File: src/hdl/dcd_cfg.svh
`ifndef DCD_CFG_SVH
`define DCD_CFG_SVH
`define DCD_OFS_CTRL       14'h1c00
`define DCD_OFS_GSX        14'h1ce8
`define DCD_OFS_GSY        14'h1cec
`define DCD_OFS_BACC       14'h1cf0
`define DCD_OFS_BSX        14'h1cf8
`define DCD_OFS_BSY        14'h1cfc
`define DCD_SLOPE_W        24
`define DCD_OPC_LO         0
`define DCD_ATY_LO         4
`define DCD_LIN_BIT        7
`define DCD_ZM_LO          8
`define DCD_SOLID_BIT      11
`define DCD_ARZ_BIT        12
`define DCD_SGZ_BIT        13
`define DCD_SHZ_BIT        14
`define DCD_BOP_LO         16
`define DCD_TRN_LO         20
`define DCD_BLT_LO         25
`define DCD_PAT_BIT        29
`define DCD_TRC_BIT        30
`define DCD_BOP_COPY       4'hc
`define DCD_SRC_ONES       32'hffffffff
`define DCD_MASK_OPAQUE    16'hffff
`endif

File: src/hdl/dcd_pkg.sv
package dcd_pkg;
	typedef enum logic [3:0] {
		DCD_OP_LINE_OPEN  = 4'h0,
		DCD_OP_AUTO_OPEN  = 4'h1,
		DCD_OP_LINE_CLOSE = 4'h2,
		DCD_OP_AUTO_CLOSE = 4'h3,
		DCD_OP_TRAP       = 4'h4,
		DCD_OP_TEX_TRAP   = 4'h5,
		DCD_OP_BLIT       = 4'h8,
		DCD_OP_HOST_LOAD  = 4'h9,
		DCD_OP_DUMP       = 4'ha,
		DCD_OP_FBLIT      = 4'hc,
		DCD_OP_LOAD_SCALE = 4'hd,
		DCD_OP_LOAD_FILT  = 4'hf
	} dcd_opcode_t;

	typedef enum logic [2:0] {
		DCD_AT_REPLACE = 3'h0,
		DCD_AT_RASTER  = 3'h1,
		DCD_AT_DEPTH   = 3'h3,
		DCD_AT_BLOCK   = 3'h4,
		DCD_AT_SHADE   = 3'h7
	} dcd_atype_t;

	typedef enum logic [1:0] {
		DCD_CL_LINE = 2'h0,
		DCD_CL_TRAP = 2'h1,
		DCD_CL_BLIT = 2'h3,
		DCD_CL_RSVD = 2'h2
	} dcd_class_t;

	typedef struct packed {
		dcd_class_t op_class;
		logic       auto_line;
		logic       last_pixel;
		logic       texture;
		logic       mem_to_mem;
		logic       host_to_memory_blit;
		logic       memory_to_host_blit;
		logic       op_reserved;
	} dcd_op_t;

	typedef struct packed {
		logic       plain_replace_write;
		logic       raster_rmw;
		logic       depth_shade;
		logic       block_write_access;
		logic       shade_zcmp;
		logic       at_reserved;
	} dcd_acc_t;

	typedef struct packed {
		logic [2:0] zmode;
		logic       z_always;
		logic       z_reserved;
	} dcd_z_t;

	typedef struct packed {
		logic       mono;
		logic       mono_word_order;
		logic       mono_plane;
		logic       fmt_colour;
		logic       luma_chroma;
		logic       bpp32;
		logic       bpp24;
		logic       red_first;
		logic       fmt_reserved;
	} dcd_fmt_t;

	typedef struct packed {
		logic        valid;
		logic [13:0] addr;
		logic [31:0] data;
	} dcd_wr_t;
endpackage : dcd_pkg

File: src/hdl/dcd_bool_unit.sv
`timescale 1ns/10ps
`include "dcd_cfg.svh"
module dcd_bool_unit #(
	parameter int W = 32
) (
	input  wire logic [3:0]   bop,
	input  wire logic         force_copy,
	input  wire logic [W-1:0] dst,
	input  wire logic [W-1:0] src,
	output logic      [W-1:0] res
);
	logic [3:0] code;

	// Block write forces replace regardless of code
	assign code = force_copy ? `DCD_BOP_COPY : bop;

	// Code bit index = {S,D}: truth-table form covers all 16
	always_comb begin
		for (int i = 0; i < W; i++) begin
			res[i] = code[{src[i], dst[i]}];
		end
	end
endmodule : dcd_bool_unit

File: src/hdl/dcd_trans_mask.sv
`timescale 1ns/10ps
`include "dcd_cfg.svh"
module dcd_trans_mask (
	input  wire logic [3:0]  trans,
	input  wire logic [1:0]  px_x,
	input  wire logic [1:0]  px_y,
	output logic             write_en,
	output logic      [15:0] mask
);
	// Fixed 4x4 pattern; more set bits means more opaque
	always_comb begin
		case (trans)
			4'h0: mask = `DCD_MASK_OPAQUE;
			4'h1: mask = 16'h7fff;
			4'h2: mask = 16'h7bde;
			4'h3: mask = 16'h5bda;
			4'h4: mask = 16'h5a5a;
			4'h5: mask = 16'h5a4a;
			4'h6: mask = 16'h4a4a;
			4'h7: mask = 16'h4a42;
			4'h8: mask = 16'h4242;
			4'h9: mask = 16'h4240;
			4'ha: mask = 16'h4040;
			4'hb: mask = 16'h0440;
			4'hc: mask = 16'h0400;
			4'hd: mask = 16'h0401;
			4'he: mask = 16'h0001;
			default: mask = 16'h8000;
		endcase
	end

	// Unmasked pixels are skipped, not written
	assign write_en = mask[{px_y, px_x}];
endmodule : dcd_trans_mask

File: src/hdl/dcd_drawing_control.sv
`timescale 1ns/10ps
`include "dcd_cfg.svh"
// Summary of operation
// Slopes keep signed 9.15 low 24 bits
// Green slopes: x/y or major/diagonal steps
// Blue accumulator: start blue, current pixel
// Blue slopes: x/y or major/diagonal steps
// Decode four-bit operation code
// Decode access type bits 6:4
// Block write forces plain replace
// Bit 7 selects linear addressing
// Decode depth compare mode bits 10:8
// Solid alias loads pattern words ones
// Address clear zeroes all except three
// Software drops address clear before access
// Sign clear zeroes every sign field
// Software drops sign clear before writing
// Shift clear zeroes the shift register
// Software drops shift clear before access
// Boolean unit combines D and S
// Software uses source copy in block
// Translucency writes one of n pixels
// Decode blit source format bits 28:25
// Control word field placement
// Translucency selects 4x4 mask, zero opaque
// Bit 29 patterning, bit 30 transparent background
module dcd_drawing_control #(
	parameter int DATA_W = 32
) (
	input  wire logic                 clock,
	input  wire logic                 rstn,
	input  wire dcd_pkg::dcd_wr_t     wr,
	input  wire logic [DATA_W-1:0]    pix_dst,
	input  wire logic [DATA_W-1:0]    pix_src,
	input  wire logic [1:0]           pix_x,
	input  wire logic [1:0]           pix_y,
	output logic      [31:0]          ctrl_word_r,
	output dcd_pkg::dcd_op_t          op_dec_r,
	output dcd_pkg::dcd_acc_t         acc_dec_r,
	output dcd_pkg::dcd_z_t           z_dec_r,
	output dcd_pkg::dcd_fmt_t         fmt_dec_r,
	output logic                      linear_r,
	output logic [3:0]                bop_r,
	output logic [3:0]                trans_r,
	output logic                      pattern_en_r,
	output logic                      bg_transparent_r,
	output logic [23:0]               green_slope_x_major_r,
	output logic [23:0]               green_slope_y_diagonal_r,
	output logic [23:0]               blue_edge_accumulator_r,
	output logic [23:0]               blue_slope_x_major_r,
	output logic [23:0]               blue_slope_y_diagonal_r,
	output logic                      source_pattern_fill_r,
	output logic                      address_register_clear_r,
	output logic                      sign_register_clear_r,
	output logic                      shift_register_clear_r,
	output logic                      blue_step_active_r,
	output logic                      blue_step_diag_r,
	output logic [DATA_W-1:0]         pix_result_r,
	output logic                      pix_write_r
);
	// ************************************************************
	// Decode functions
	// ************************************************************
	function automatic dcd_pkg::dcd_op_t dec_op(input logic [3:0] c);
		dcd_pkg::dcd_op_t o;
		o = '0;
		case (c)
			4'h0, 4'h1, 4'h2, 4'h3: begin
				o.op_class   = dcd_pkg::DCD_CL_LINE;
				o.auto_line  = c[0];
				o.last_pixel = c[1];
			end
			4'h4, 4'h5: begin
				o.op_class = dcd_pkg::DCD_CL_TRAP;
				o.texture  = c[0];
			end
			4'h8, 4'hc: begin
				o.op_class   = dcd_pkg::DCD_CL_BLIT;
				o.mem_to_mem = 1'b1;
			end
			4'h9, 4'hd, 4'hf: begin
				o.op_class            = dcd_pkg::DCD_CL_BLIT;
				o.host_to_memory_blit = 1'b1;
			end
			4'ha: begin
				o.op_class            = dcd_pkg::DCD_CL_BLIT;
				o.memory_to_host_blit = 1'b1;
			end
			default: begin
				o.op_class    = dcd_pkg::DCD_CL_RSVD;
				o.op_reserved = 1'b1;
			end
		endcase
		return o;
	endfunction : dec_op

	function automatic dcd_pkg::dcd_acc_t dec_acc(input logic [2:0] a);
		dcd_pkg::dcd_acc_t r;
		r = '0;
		case (a)
			dcd_pkg::DCD_AT_REPLACE: r.plain_replace_write = 1'b1;
			dcd_pkg::DCD_AT_RASTER:  r.raster_rmw          = 1'b1;
			dcd_pkg::DCD_AT_DEPTH:   r.depth_shade         = 1'b1;
			dcd_pkg::DCD_AT_BLOCK:   r.block_write_access  = 1'b1;
			dcd_pkg::DCD_AT_SHADE:   r.shade_zcmp          = 1'b1;
			default:                 r.at_reserved         = 1'b1;
		endcase
		return r;
	endfunction : dec_acc

	function automatic dcd_pkg::dcd_z_t dec_z(input logic [2:0] z);
		dcd_pkg::dcd_z_t r;
		r            = '0;
		r.zmode      = z;
		r.z_always   = (z == 3'h0);
		r.z_reserved = (z == 3'h1);
		return r;
	endfunction : dec_z

	function automatic dcd_pkg::dcd_fmt_t dec_fmt(input logic [3:0] b);
		dcd_pkg::dcd_fmt_t r;
		r = '0;
		case (b)
			4'h0: r.mono = 1'b1;
			4'h4: begin
				r.mono            = 1'b1;
				r.mono_word_order = 1'b1;
			end
			4'h1: r.mono_plane  = 1'b1;
			4'h2: r.fmt_colour  = 1'b1;
			4'he: r.luma_chroma = 1'b1;
			4'h3: r.bpp32       = 1'b1;
			4'h7: begin
				r.bpp32     = 1'b1;
				r.red_first = 1'b1;
			end
			4'hb: r.bpp24 = 1'b1;
			4'hf: begin
				r.bpp24     = 1'b1;
				r.red_first = 1'b1;
			end
			default: r.fmt_reserved = 1'b1;
		endcase
		return r;
	endfunction : dec_fmt

	// ************************************************************
	// Write strobes
	// ************************************************************
	logic wr_ctrl;
	logic wr_gsx;
	logic wr_gsy;
	logic wr_bacc;
	logic wr_bsx;
	logic wr_bsy;

	assign wr_ctrl = wr.valid && (wr.addr == `DCD_OFS_CTRL);
	assign wr_gsx  = wr.valid && (wr.addr == `DCD_OFS_GSX);
	assign wr_gsy  = wr.valid && (wr.addr == `DCD_OFS_GSY);
	assign wr_bacc = wr.valid && (wr.addr == `DCD_OFS_BACC);
	assign wr_bsx  = wr.valid && (wr.addr == `DCD_OFS_BSX);
	assign wr_bsy  = wr.valid && (wr.addr == `DCD_OFS_BSY);

	// ************************************************************
	// Drawing control word and decodes
	// ************************************************************
	always_ff @(posedge clock or negedge rstn) begin
		if (!rstn) begin
			ctrl_word_r      <= 32'h0;
			op_dec_r         <= '0;
			acc_dec_r        <= '0;
			z_dec_r          <= '0;
			fmt_dec_r        <= '0;
			linear_r         <= 1'b0;
			bop_r            <= 4'h0;
			trans_r          <= 4'h0;
			pattern_en_r     <= 1'b0;
			bg_transparent_r <= 1'b0;
		end else if (wr_ctrl) begin
			ctrl_word_r      <= wr.data;
			op_dec_r         <= dec_op(wr.data[`DCD_OPC_LO +: 4]);
			acc_dec_r        <= dec_acc(wr.data[`DCD_ATY_LO +: 3]);
			z_dec_r          <= dec_z(wr.data[`DCD_ZM_LO +: 3]);
			fmt_dec_r        <= dec_fmt(wr.data[`DCD_BLT_LO +: 4]);
			linear_r         <= wr.data[`DCD_LIN_BIT];
			bop_r            <= wr.data[`DCD_BOP_LO +: 4];
			trans_r          <= wr.data[`DCD_TRN_LO +: 4];
			pattern_en_r     <= wr.data[`DCD_PAT_BIT];
			bg_transparent_r <= wr.data[`DCD_TRC_BIT];
		end
	end

	// ************************************************************
	// Alias pulses toward neighbouring register files
	// ************************************************************
	// One-cycle pulses; writing zero produces nothing
	always_ff @(posedge clock or negedge rstn) begin
		if (!rstn) begin
			source_pattern_fill_r    <= 1'b0;
			address_register_clear_r <= 1'b0;
			sign_register_clear_r    <= 1'b0;
			shift_register_clear_r   <= 1'b0;
		end else begin
			source_pattern_fill_r    <= wr_ctrl && wr.data[`DCD_SOLID_BIT];
			address_register_clear_r <= wr_ctrl && wr.data[`DCD_ARZ_BIT];
			sign_register_clear_r    <= wr_ctrl && wr.data[`DCD_SGZ_BIT];
			shift_register_clear_r   <= wr_ctrl && wr.data[`DCD_SHZ_BIT];
		end
	end

	// ************************************************************
	// Colour slope data registers
	// ************************************************************
	// Upper byte of the bus word is dropped
	always_ff @(posedge clock or negedge rstn) begin
		if (!rstn) begin
			green_slope_x_major_r    <= 24'h0;
			green_slope_y_diagonal_r <= 24'h0;
		end else begin
			if (wr_gsx) begin
				green_slope_x_major_r <= wr.data[`DCD_SLOPE_W-1:0];
			end
			if (wr_gsy) begin
				green_slope_y_diagonal_r <= wr.data[`DCD_SLOPE_W-1:0];
			end
		end
	end

	always_ff @(posedge clock or negedge rstn) begin
		if (!rstn) begin
			blue_slope_x_major_r    <= 24'h0;
			blue_slope_y_diagonal_r <= 24'h0;
		end else begin
			if (wr_bsx) begin
				blue_slope_x_major_r <= wr.data[`DCD_SLOPE_W-1:0];
			end
			if (wr_bsy) begin
				blue_slope_y_diagonal_r <= wr.data[`DCD_SLOPE_W-1:0];
			end
		end
	end

	// Blue stepping: x/major or y/diagonal; unused for texture traps
	logic blue_step_en;
	assign blue_step_en = (acc_dec_r.depth_shade || acc_dec_r.shade_zcmp) && !op_dec_r.texture
		&& (op_dec_r.op_class == dcd_pkg::DCD_CL_LINE || op_dec_r.op_class == dcd_pkg::DCD_CL_TRAP);

	// Accumulator steps by one slope per pixel cycle when enabled
	always_ff @(posedge clock or negedge rstn) begin
		if (!rstn) begin
			blue_edge_accumulator_r <= 24'h0;
			blue_step_active_r      <= 1'b0;
			blue_step_diag_r        <= 1'b0;
		end else begin
			blue_step_active_r <= blue_step_en;
			blue_step_diag_r   <= pix_y[0];
			if (wr_bacc) begin
				blue_edge_accumulator_r <= wr.data[`DCD_SLOPE_W-1:0];
			end else if (blue_step_en) begin
				blue_edge_accumulator_r <= blue_edge_accumulator_r
					+ (pix_y[0] ? blue_slope_y_diagonal_r : blue_slope_x_major_r);
			end
		end
	end

	// ************************************************************
	// Pixel datapath: boolean unit and translucency
	// ************************************************************
	logic [DATA_W-1:0] bool_res;
	logic              trans_we;

	dcd_bool_unit #(
		.W(DATA_W)
	) u_bool (
		.bop        (bop_r),
		.force_copy (acc_dec_r.block_write_access),
		.dst        (pix_dst),
		.src        (pix_src),
		.res        (bool_res)
	);

	dcd_trans_mask u_mask (
		.trans    (trans_r),
		.px_x     (pix_x),
		.px_y     (pix_y),
		.write_en (trans_we),
		.mask     ()
	);

	always_ff @(posedge clock or negedge rstn) begin
		if (!rstn) begin
			pix_result_r <= '0;
			pix_write_r  <= 1'b0;
		end else begin
			pix_result_r <= bool_res;
			pix_write_r  <= trans_we;
		end
	end
endmodule : dcd_drawing_control

File: config.mk
export PLATFORM = sky130hd
export DESIGN_NAME = dcd_drawing_control
export DESIGN_NICKNAME = d
export VERILOG_FILES = /design/src/hdl/dcd_pkg.sv /design/src/hdl/dcd_bool_unit.sv /design/src/hdl/dcd_trans_mask.sv /design/src/hdl/dcd_drawing_control.sv
export VERILOG_INCLUDE_DIRS = /design/src /design/src/hdl
export SDC_FILE = /design/constraint.sdc
export NUM_CORES = 1
export LEC_CHECK = 0
export ABC_CLOCK_PERIOD_IN_PS = 3020
export CAP_MARGIN = 20
export CORE_ASPECT_RATIO = 0.7
export CORE_MARGIN = 2
export CORE_UTILIZATION = 55
export CTS_CLUSTER_DIAMETER = 40
export DETAILED_ROUTE_END_ITERATION = 6
export DONT_BUFFER_PORTS = 1
export MAX_ROUTING_LAYER = met4
export PLACE_DENSITY = 0.69
export SETUP_SLACK_MARGIN = 0.15
export SLEW_MARGIN = 10
export SYNTH_ARGS = -nofsm -noshare
export SYNTH_HDL_FRONTEND = slang
export SYNTH_HIERARCHICAL = 1
export SYNTH_SLANG_ARGS = --single-unit
File: constraint.sdc
create_clock -name clock -period 3.02 [get_ports clock]
set_input_delay 0.302 -clock clock [delete_from_list [all_inputs] [get_ports clock]]
set_output_delay 0.302 -clock clock [all_outputs]
set_load 0.005 [all_outputs]
==> flow_metrics.tcl, run 1 <==
set metrics [dict create \
    dp_hpwl_mm 20.18 \
    dieHeight_um 121.5 \
    synthCells 956 \
    drt_iter0_drc 1018 \
    dr.pass1.iters 5 \
    insertion_delay_ps 530 \
    core.rowCount 42 \
    finalSetupViolations 0 \
    cts_made_buffers 28 \
    syn-num-nets 1099 \
    vias 8124 \
    ys_warn_count 6 \
    cts_num_sinks 217 \
    antenna_found_initial 0 \
    crit_fanout 3 \
    fp.dieW_um 171.9 \
    peakVddDrop_v 0.0004304 \
    place_ws_ps 125.8 \
    stdcell_count 1317 \
    syn_avg_cell_area_um2 11.35 \
    slew_headroom_pct 47.31 \
    syn-cell-area_mm2 0.01085 \
    wl_mm 31.17 \
    die_area_mm2 0.02088 \
    coreArea_mm2 0.01913 \
    period_share_pct 88.24 \
    grt_max_degree 218 \
    gp_congestion 0.9136 \
    area_growth_pct 20.26 \
    drc 0 \
    grt_overflow 0 \
    power_density_mw_per_mm2 508.5 \
    period_needed_ps 2665 \
    io_pins 348 \
    hold_violations 217 \
    final_nets 1174 \
    drive_gt1_share_pct 14.73 \
    violations "negative hold slack" \
    io_buffers 0 \
    vias_per_cell 6.169 \
    cap_violations 0 \
    rsz0062_at_grt "no" \
    maxSlewViolCount 0 \
    cts_root_buf "clkbuf_16" \
    grt_use_met1_pct 42.04 \
    hold_class "input pin to asynchronous set/reset pin" \
    track_usage_pct 30.32 \
    clockBufferDepth 3 \
    worst_slack_ps 355.1 \
    timing.setup.tns_ps 0 \
    grtUsageMet2_pct 44.58 \
    met3_usage_pct 8.578 \
    crit_arrival_ps 3080 \
    grt_pass1_wl_mm 46.79 \
    fin_hold_ws_ps -531.4 \
    crit_type "flip-flop to flip-flop" \
    skew_ps 14.18 \
    clk_pin_slew_ps 60 \
    outcome "complete, but fails checks" \
    dp_cells 1160 \
    busiest_layer "met2" \
    tritoncts "yes" \
    p_leak_uw 0.006500 \
    max_slew.worst_pin.slew_ps 783.1 \
    cp-start-kind "flip-flop" \
    routedWlPerCell_um 23.67 \
    grt_pass1_vias 7985 \
    postCtsHoldBufs 104 \
    antenna_left 0 \
    cp.required_ps 3430 \
    htreeDepth 1 \
    fmax_mhz 375.3 \
    initial_utilization_pct 56.72 \
    crit_path_end_kind "flip-flop" \
]
-- layout by cell type (no fill, tap or decap), drive strengths merged, types with 3 or more instances in the layout --
| master | instances |
|---|---|
| mux2 | 116 |
| ha | 25 |
| o41ai | 7 |
| o211ai | 5 |
| bufinv | 4 |
| o21a | 8 |
| nor3 | 9 |
| nand2 | 156 |
| o22ai | 4 |
| clkinv | 5 |
| a211oi | 6 |
| mux4 | 32 |
| nor2 | 37 |
| clkbuf | 37 |
| xor2 | 4 |
| or3 | 6 |
| mux2i | 5 |
| o21bai | 7 |
| inv | 18 |
| nor2b | 8 |
| or2 | 3 |
| a21o | 12 |
| o31ai | 11 |
| a31oi | 10 |
| o221ai | 3 |
| nand4 | 3 |
| a21oi | 45 |
| nand3 | 20 |
| dfrtp | 217 |
| o21ai | 39 |
| buf | 22 |
| nand2b | 7 |
| and3 | 17 |
| xnor2 | 15 |
| dlygate4sd3 | 104 |
-- final timing paths --
path,from,end,slack (ps),cells past startpoint
worst min-delay path,rstn,fmt_dec_r[1],-530,0
worst min register to register,acc_dec_r[4],acc_dec_r[4],500,2
min in group clock,wr[1],op_dec_r[7],20,3
max in group asynchronous,rstn,blue_edge_accumulator_r[2],3300,0
worst max-delay path,blue_slope_x_major_r[0],blue_edge_accumulator_r[14],360,12
worst max register to register,blue_slope_x_major_r[0],blue_edge_accumulator_r[14],360,12
-- stage by stage --
stage,util (%),power (uW),area [um^2]
floorplan,-,3059,10850
global placement,57.28,3048,10960
detailed placement,57.28,3049,10960
CTS,68.01,6663,13010
global route,68.20,6831,13050
finish,68.21,6635,13050
-- where the power goes --
part / switching [uW] / internal (uW)
clock: 1300 / 2220
sequential: 8.39 / 2920
combinational: 87.9 / 106
-- cell type report --
type                            count  area, um^2
Antenna cell                        1       2.502
Inverter                           14       52.55
Timing Repair Buffer              126        1231
Sequential cell                   217        5430
Fill cell                        1419        6081
Clock inverter                     14       207.7
Multi-Input combinational cell    644        4997
Tap cell                          264       330.3
Clock buffer                       37       795.8
-- flip-flops by register name, indices dropped and copies added (netlist names), 24 cells and up --
signal / flops
ctrl_word_r: 32
pix_result_r: 32
blue_edge_accumulator_r: 24
blue_slope_x_major_r: 24
blue_slope_y_diagonal_r: 24
green_slope_x_major_r: 24
green_slope_y_diagonal_r: 24
-- what timing repair did --
item | 4_1_cts | 5_1_grt
gates cloned | 0 | 0
pin swaps | 2 | 2
resized for setup | 0 | 6
hold endpoints to repair | 420 | 217
setup buffers | 1 | 0
setup endpoints to repair | 1 | 9
-- per-layer routing --
layer,wire length [um],vias to the layer above
met5,0,-
met4,705,0
met3,3266,50
met2,14090,407
met1,13110,4101
li1,-,3566
-- critical path: stages (launching register included) --
cell and delay, ps:
dfrtp_1 420, mux2_4 190, ha_4 150, inv_1 60, fa_1 410, nor2b_2 170, o211ai_1 140, a211oi_2 260
o211ai_1 160, buf_4 190, a21oi_1 150, mux2i_1 200, nor2_1 60
(Power assumes the default switching activity.)
==> run 2: changes to the inputs <==
CORE_ASPECT_RATIO = 1.4   (was 0.7)
PLACE_DENSITY = 0.79   (was 0.69)
==> run 2 against run 1 <==
Effect of this change:
- the run still ends with negative hold slack left
- sequential share of layout area increased by 0.48 points
- critical path depth decreased by 3
- routed wire length increased by 7.5%
==> flow_metrics.tcl, run 2 (synthesis gave the netlist of run 1 again) <==
set metrics [dict create \
    clockBufferDepth 3 \
    grt_overflow 0 \
    crit_end "blue_edge_accumulator_r[23]" \
    track_usage_pct 32.74 \
    io_buffers 0 \
    grt_pass1_vias 8443 \
    grt_pass1_wl_mm 50.40 \
    maxSlewViolCount 0 \
    critPathSlowestCell "a2111oi_1" \
    critPathMaxStageDelay_ps 500 \
    final_nets 1170 \
    place_ws_ps 116.0 \
    cp-start-kind "flip-flop" \
    violations "negative hold slack" \
    p_total_uw 6409 \
    dieHeight_um 170.2 \
    outcome "complete, but fails checks" \
    fmax_mhz 364.0 \
    area_growth_pct 18.89 \
    core.rowCount 60 \
    dr.pass1.iters 5 \
    reg2reg_to "blue_edge_accumulator_r[23]" \
    cp.required_ps 3420 \
    io_pins 348 \
    cts_root_buf "clkbuf_16" \
    grt_max_degree 218 \
    ff2ff_setup_slack_ps 270 \
    max_slew.worst_pin.slew_ps 737.2 \
    rsz0062_at_grt "yes" \
    htreeDepth 1 \
    hold_class "input pin to asynchronous set/reset pin" \
    wl_mm 33.49 \
    crit_fanout 10 \
    die_area_mm2 0.02088 \
    worst_slack_ps 273.0 \
    layout_common_cells "dfrtp_1, nand2_1, dlygate4sd3_1" \
    drive_gt1_share_pct 15.28 \
    p_leak_uw 0.006414 \
    routedWlPerCell_um 25.78 \
    period_needed_ps 2747 \
    gp_congestion 0.9432 \
    initial_utilization_pct 56.23 \
    antenna_found_initial 4 \
    slew_headroom_pct 50.85 \
    top_regs "ctrl_word_r x32, pix_result_r x32" \
    rr_worst_depth 9 \
    path_delay_family "compound AO/OA/AOI/OAI gates" \
    mostFrequentLayoutCell "dfrtp_1" \
    critical_path_cell_count 9 \
    period_share_pct 90.96 \
    peakVddDrop_v 0.0004168 \
    dp_hpwl_mm 22.47 \
    tritoncts "yes" \
    hold_violations 217 \
    drt_iter0_drc 715 \
    crit_path_end_kind "flip-flop" \
    coreArea_mm2 0.01929 \
    critPathLaunch "blue_slope_y_diagonal_r[14]" \
    cts_num_sinks 217 \
    path_buf_inv 0 \
    crit_type "flip-flop to flip-flop" \
    cts_made_buffers 26 \
    cap_violations 0 \
    power_density_mw_per_mm2 496.9 \
    finalSetupViolations 0 \
    fp.dieW_um 122.7 \
    final_util_pct 66.85 \
    skew_ps 11.72 \
    timing.setup.tns_ps 0 \
    vias 8324 \
    clk_pin_slew_ps 60 \
    crit_arrival_ps 3150 \
    antenna_left 0 \
    drc 0 \
    fin_hold_ws_ps -519.0 \
    vias_per_cell 6.408 \
    insertion_delay_ps 520 \
    worstReg2RegStart "blue_slope_y_diagonal_r[14]" \
    worstPathCellList "mux2_2, ha_1, a2111oi_1, o21a_1, o221ai_1, a211oi_1, a21boi_1, xor2_1, o21ai_1" \
]
==> run 2: cell count changes in the layout (fill, tap and decap cells not counted), moves of 2 or more <==
cell           before  now
buf_4              20   24
clkbuf_1            4    2
clkbuf_16          29   27
clkbuf_8            4    1
clkinvlp_4          1    3
diode_2             1    4
dlygate4sd3_1     104   99
inv_6               2    4
nor2b_2             2    4
==> run 2: worst min path at each step <==
stage,startpoint,end,slack [ps],cells after the start
finish,rstn,blue_slope_x_major_r[16],-520,0
CTS,rstn,green_slope_x_major_r[15],-550,0
global route,rstn,blue_slope_y_diagonal_r[19],-550,0
global placement,rstn,blue_slope_x_major_r[14],10,0
detailed placement,rstn,blue_slope_x_major_r[14],10,0
floorplan,rstn,acc_dec_r[0],6,0
==> run 2: what timing repair did <==
item,in CTS,in global routing
buffers inserted,2,2
gates resized for setup,0,7
hold buffers,94,5
hold endpoints to repair,415,222
pin swaps,2,5
setup endpoints to repair,1,9
==> run 2: stage by stage <==
stage | instances | area [um^2]
after global routing | 1299 | 12900
after floorplan | 956 | 10850
after detailed placement | 1144 | 10920
after global placement | 1144 | 10920
final | 1299 | 12900
after CTS | 1288 | 12790
==> run 2: cell type report <==
| class | instances | area, um^2 |
|---|---|---|
| well taps | 248 | 310.3 |
| clock buffers | 30 | 696.9 |
| fillers | 1353 | 6395 |
| diodes | 4 | 10.01 |
| flip-flops and latches | 217 | 5430 |
| repair buffers | 124 | 1191 |
| multi-input cells | 644 | 4984 |
| clock inverters | 18 | 224.0 |
| inverters | 14 | 52.55 |
==> run 2: routing by layer <==
layer  part of all wire [%]  wire length [um]  global-route usage [%]
met1                     35             11590                   35.75
met2                     50             16890                   53.35
met3                    9.8              3280                   10.05
met4                    5.2              1729                   16.94
met5                      0                 0                       -
==> run 2: report_power, final <==
part / switching, uW / leakage, uW / internal (uW) / total (uW)
clock: 1320 / 0.000443 / 1960 / 3280
sequential: 8.38 / 0.00299 / 2910 / 2920
combinational: 96.5 / 0.00298 / 110 / 207
total: 1430 / 0.00641 / 4980 / 6410
==> run 3: changes to the inputs <==
CORE_MARGIN = not set   (was 2)
==> run 3 against run 2 <==
Effect of this change:
- the run still ends with negative hold slack left
- highest routed layer unchanged
- largest cell class unchanged
- clock-buffer cell count is 3 higher
- first-iteration DRC count is 17% lower
- worst setup slack worse by 53 ps
- die area is 2.8% lower
==> flow_metrics.tcl, run 3 (synthesis gave the netlist of run 1 again) <==
set metrics [dict create \
    outcome "complete, but fails checks" \
    violations "negative hold slack" \
    insertion_delay_ps 530 \
    io_pins 348 \
    crit_fanout 4 \
    worstReg2RegStart "blue_slope_x_major_r[0]" \
    dp_hpwl_mm 22.51 \
    dr.pass1.iters 6 \
    grt_pass1_wl_mm 50.49 \
    worst_slack_ps 219.6 \
    dpl-instance-area_mm2 0.01092 \
    peakVddDrop_v 0.0004421 \
    routedWlPerCell_um 25.82 \
    cp.required_ps 3420 \
    postLayoutCellArea_mm2 0.01292 \
    period_share_pct 92.73 \
    clk_pin_slew_ps 60 \
    maxSlewViolCount 0 \
    finalSetupViolations 0 \
    cp-start-kind "flip-flop" \
    drc 0 \
    grt_max_degree 218 \
    hold_violations 217 \
    drive_gt1_share_pct 15.35 \
    area_growth_pct 19.09 \
    power_density_mw_per_mm2 500.1 \
    cap_violations 0 \
    skew_ps 23.27 \
    fin_hold_ws_ps -538.7 \
    io_buffers 0 \
    grt_overflow 0 \
    core.rowCount 60 \
    cts_root_buf "clkbuf_16" \
    p_total_uw 6461 \
    critPathLaunch "blue_slope_x_major_r[0]" \
    crit_type "flip-flop to flip-flop" \
    fp.dieW_um 120.7 \
    fmax_mhz 357.1 \
    coreArea_mm2 0.01929 \
    slew_headroom_pct 46.92 \
    antenna_found_initial 5 \
    htreeDepth 1 \
    die_area_mm2 0.02030 \
    final_nets 1171 \
    grt_pass1_vias 8448 \
    wl_mm 33.67 \
    mostFrequentLayoutCell "dfrtp_1" \
    drt_iter0_drc 594 \
    timing.setup.tns_ps 0 \
    layout_common_cells "dfrtp_1, nand2_1, dlygate4sd3_1" \
    top_regs "ctrl_word_r x32, pix_result_r x32" \
    place_ws_ps 146.8 \
    rsz0062_at_grt "yes" \
    max_slew.worst_pin.slew_ps 796.3 \
    dieHeight_um 168.2 \
    vias_per_cell 6.327 \
    tritoncts "yes" \
    vias 8250 \
    crit_arrival_ps 3200 \
    initial_utilization_pct 56.23 \
    cts_made_buffers 27 \
    track_usage_pct 33.95 \
    cts_num_sinks 217 \
    hold_class "input pin to asynchronous set/reset pin" \
    p_leak_uw 0.006440 \
    crit_path_end_kind "flip-flop" \
    gp_congestion 0.9574 \
    clockBufferDepth 3 \
    antenna_left 0 \
    fillers 1362 \
    period_needed_ps 2800 \
]
-- run 3: cell types whose count changed in the layout (fill, tap and decap cells not counted), moves of 2 or more --
cell / delta
diode_2: +3
inv_6: -3
clkinvlp_4: -2
clkinv_4: +2
clkbuf_8: +2
inv_8: +3
-- run 3: final cells by class --
type	instances	area, um^2	share of cell area (%)
clock inverter	17	217.7	1.685
timing repair buffer	124	1191	9.219
inverter	14	52.55	0.4067
tap	248	310.3	2.402
clock buffer	33	728.2	5.636
multi-input combinational	644	4972	38.49
antenna	7	17.52	0.1356
sequential	217	5430	42.03
-- run 3: routing by layer --
metal	global-route usage (%)	share of wire (%)
met4	16.16	5.0
met2	57.30	51
met5	-	0
met3	9.892	9.5
met1	36.40	35
-- run 3: what timing repair did --
action | CTS | global route
hold endpoints to repair | 416 | 219
cloned | 0 | 0
hold buffers | 97 | 2
setup buffers | 0 | 3
pin swaps | 2 | 4
gates resized for setup | 0 | 7
setup endpoints to repair | 1 | 8
-- run 3: path summary, 6_finish.rpt --
kind                       slack (ps)                           to  depth (start not counted)
max                               220  blue_edge_accumulator_r[20]                         11
min                              -540                 fmt_dec_r[2]                          0
max reg2reg                       220  blue_edge_accumulator_r[20]                         11
min reg2reg                       520     green_slope_x_major_r[1]                          1
max in group asynchronous        3090  blue_slope_y_diagonal_r[12]                          0
min in group clock                 20              pix_result_r[8]                          1
-- run 3: worst max-delay path, cell delays in order, from the launching register on --
cell,delay [ps]
dfrtp_1,380
mux2_2,170
ha_2,190
inv_1,60
fa_2,380
nor2b_4,140
o211ai_1,150
a211oi_2,350
o211ai_1,270
o31ai_1,350
xnor2_1,150
o22ai_1,90
-- run 3: power breakdown --
part           total [uW]  switching (uW)  leakage [uW]  internal, uW
Clock                3330            1320      0.000464          2020
Combinational         202            95.2       0.00298           107
Sequential           2920            8.44       0.00299          2920
Total                6460            1420       0.00644          5040
-- run 3: through the flow --
stage          hold WS, ps  cells  utilization [%]
2_1_floorplan        6.409    956                -
6_report            -538.7   1304            66.97
5_1_grt             -547.4   1302            66.94
3_5_place_dp         9.634   1145            56.62
4_1_cts             -556.6   1292            66.56
3_3_place_gp         10.58   1145            56.62
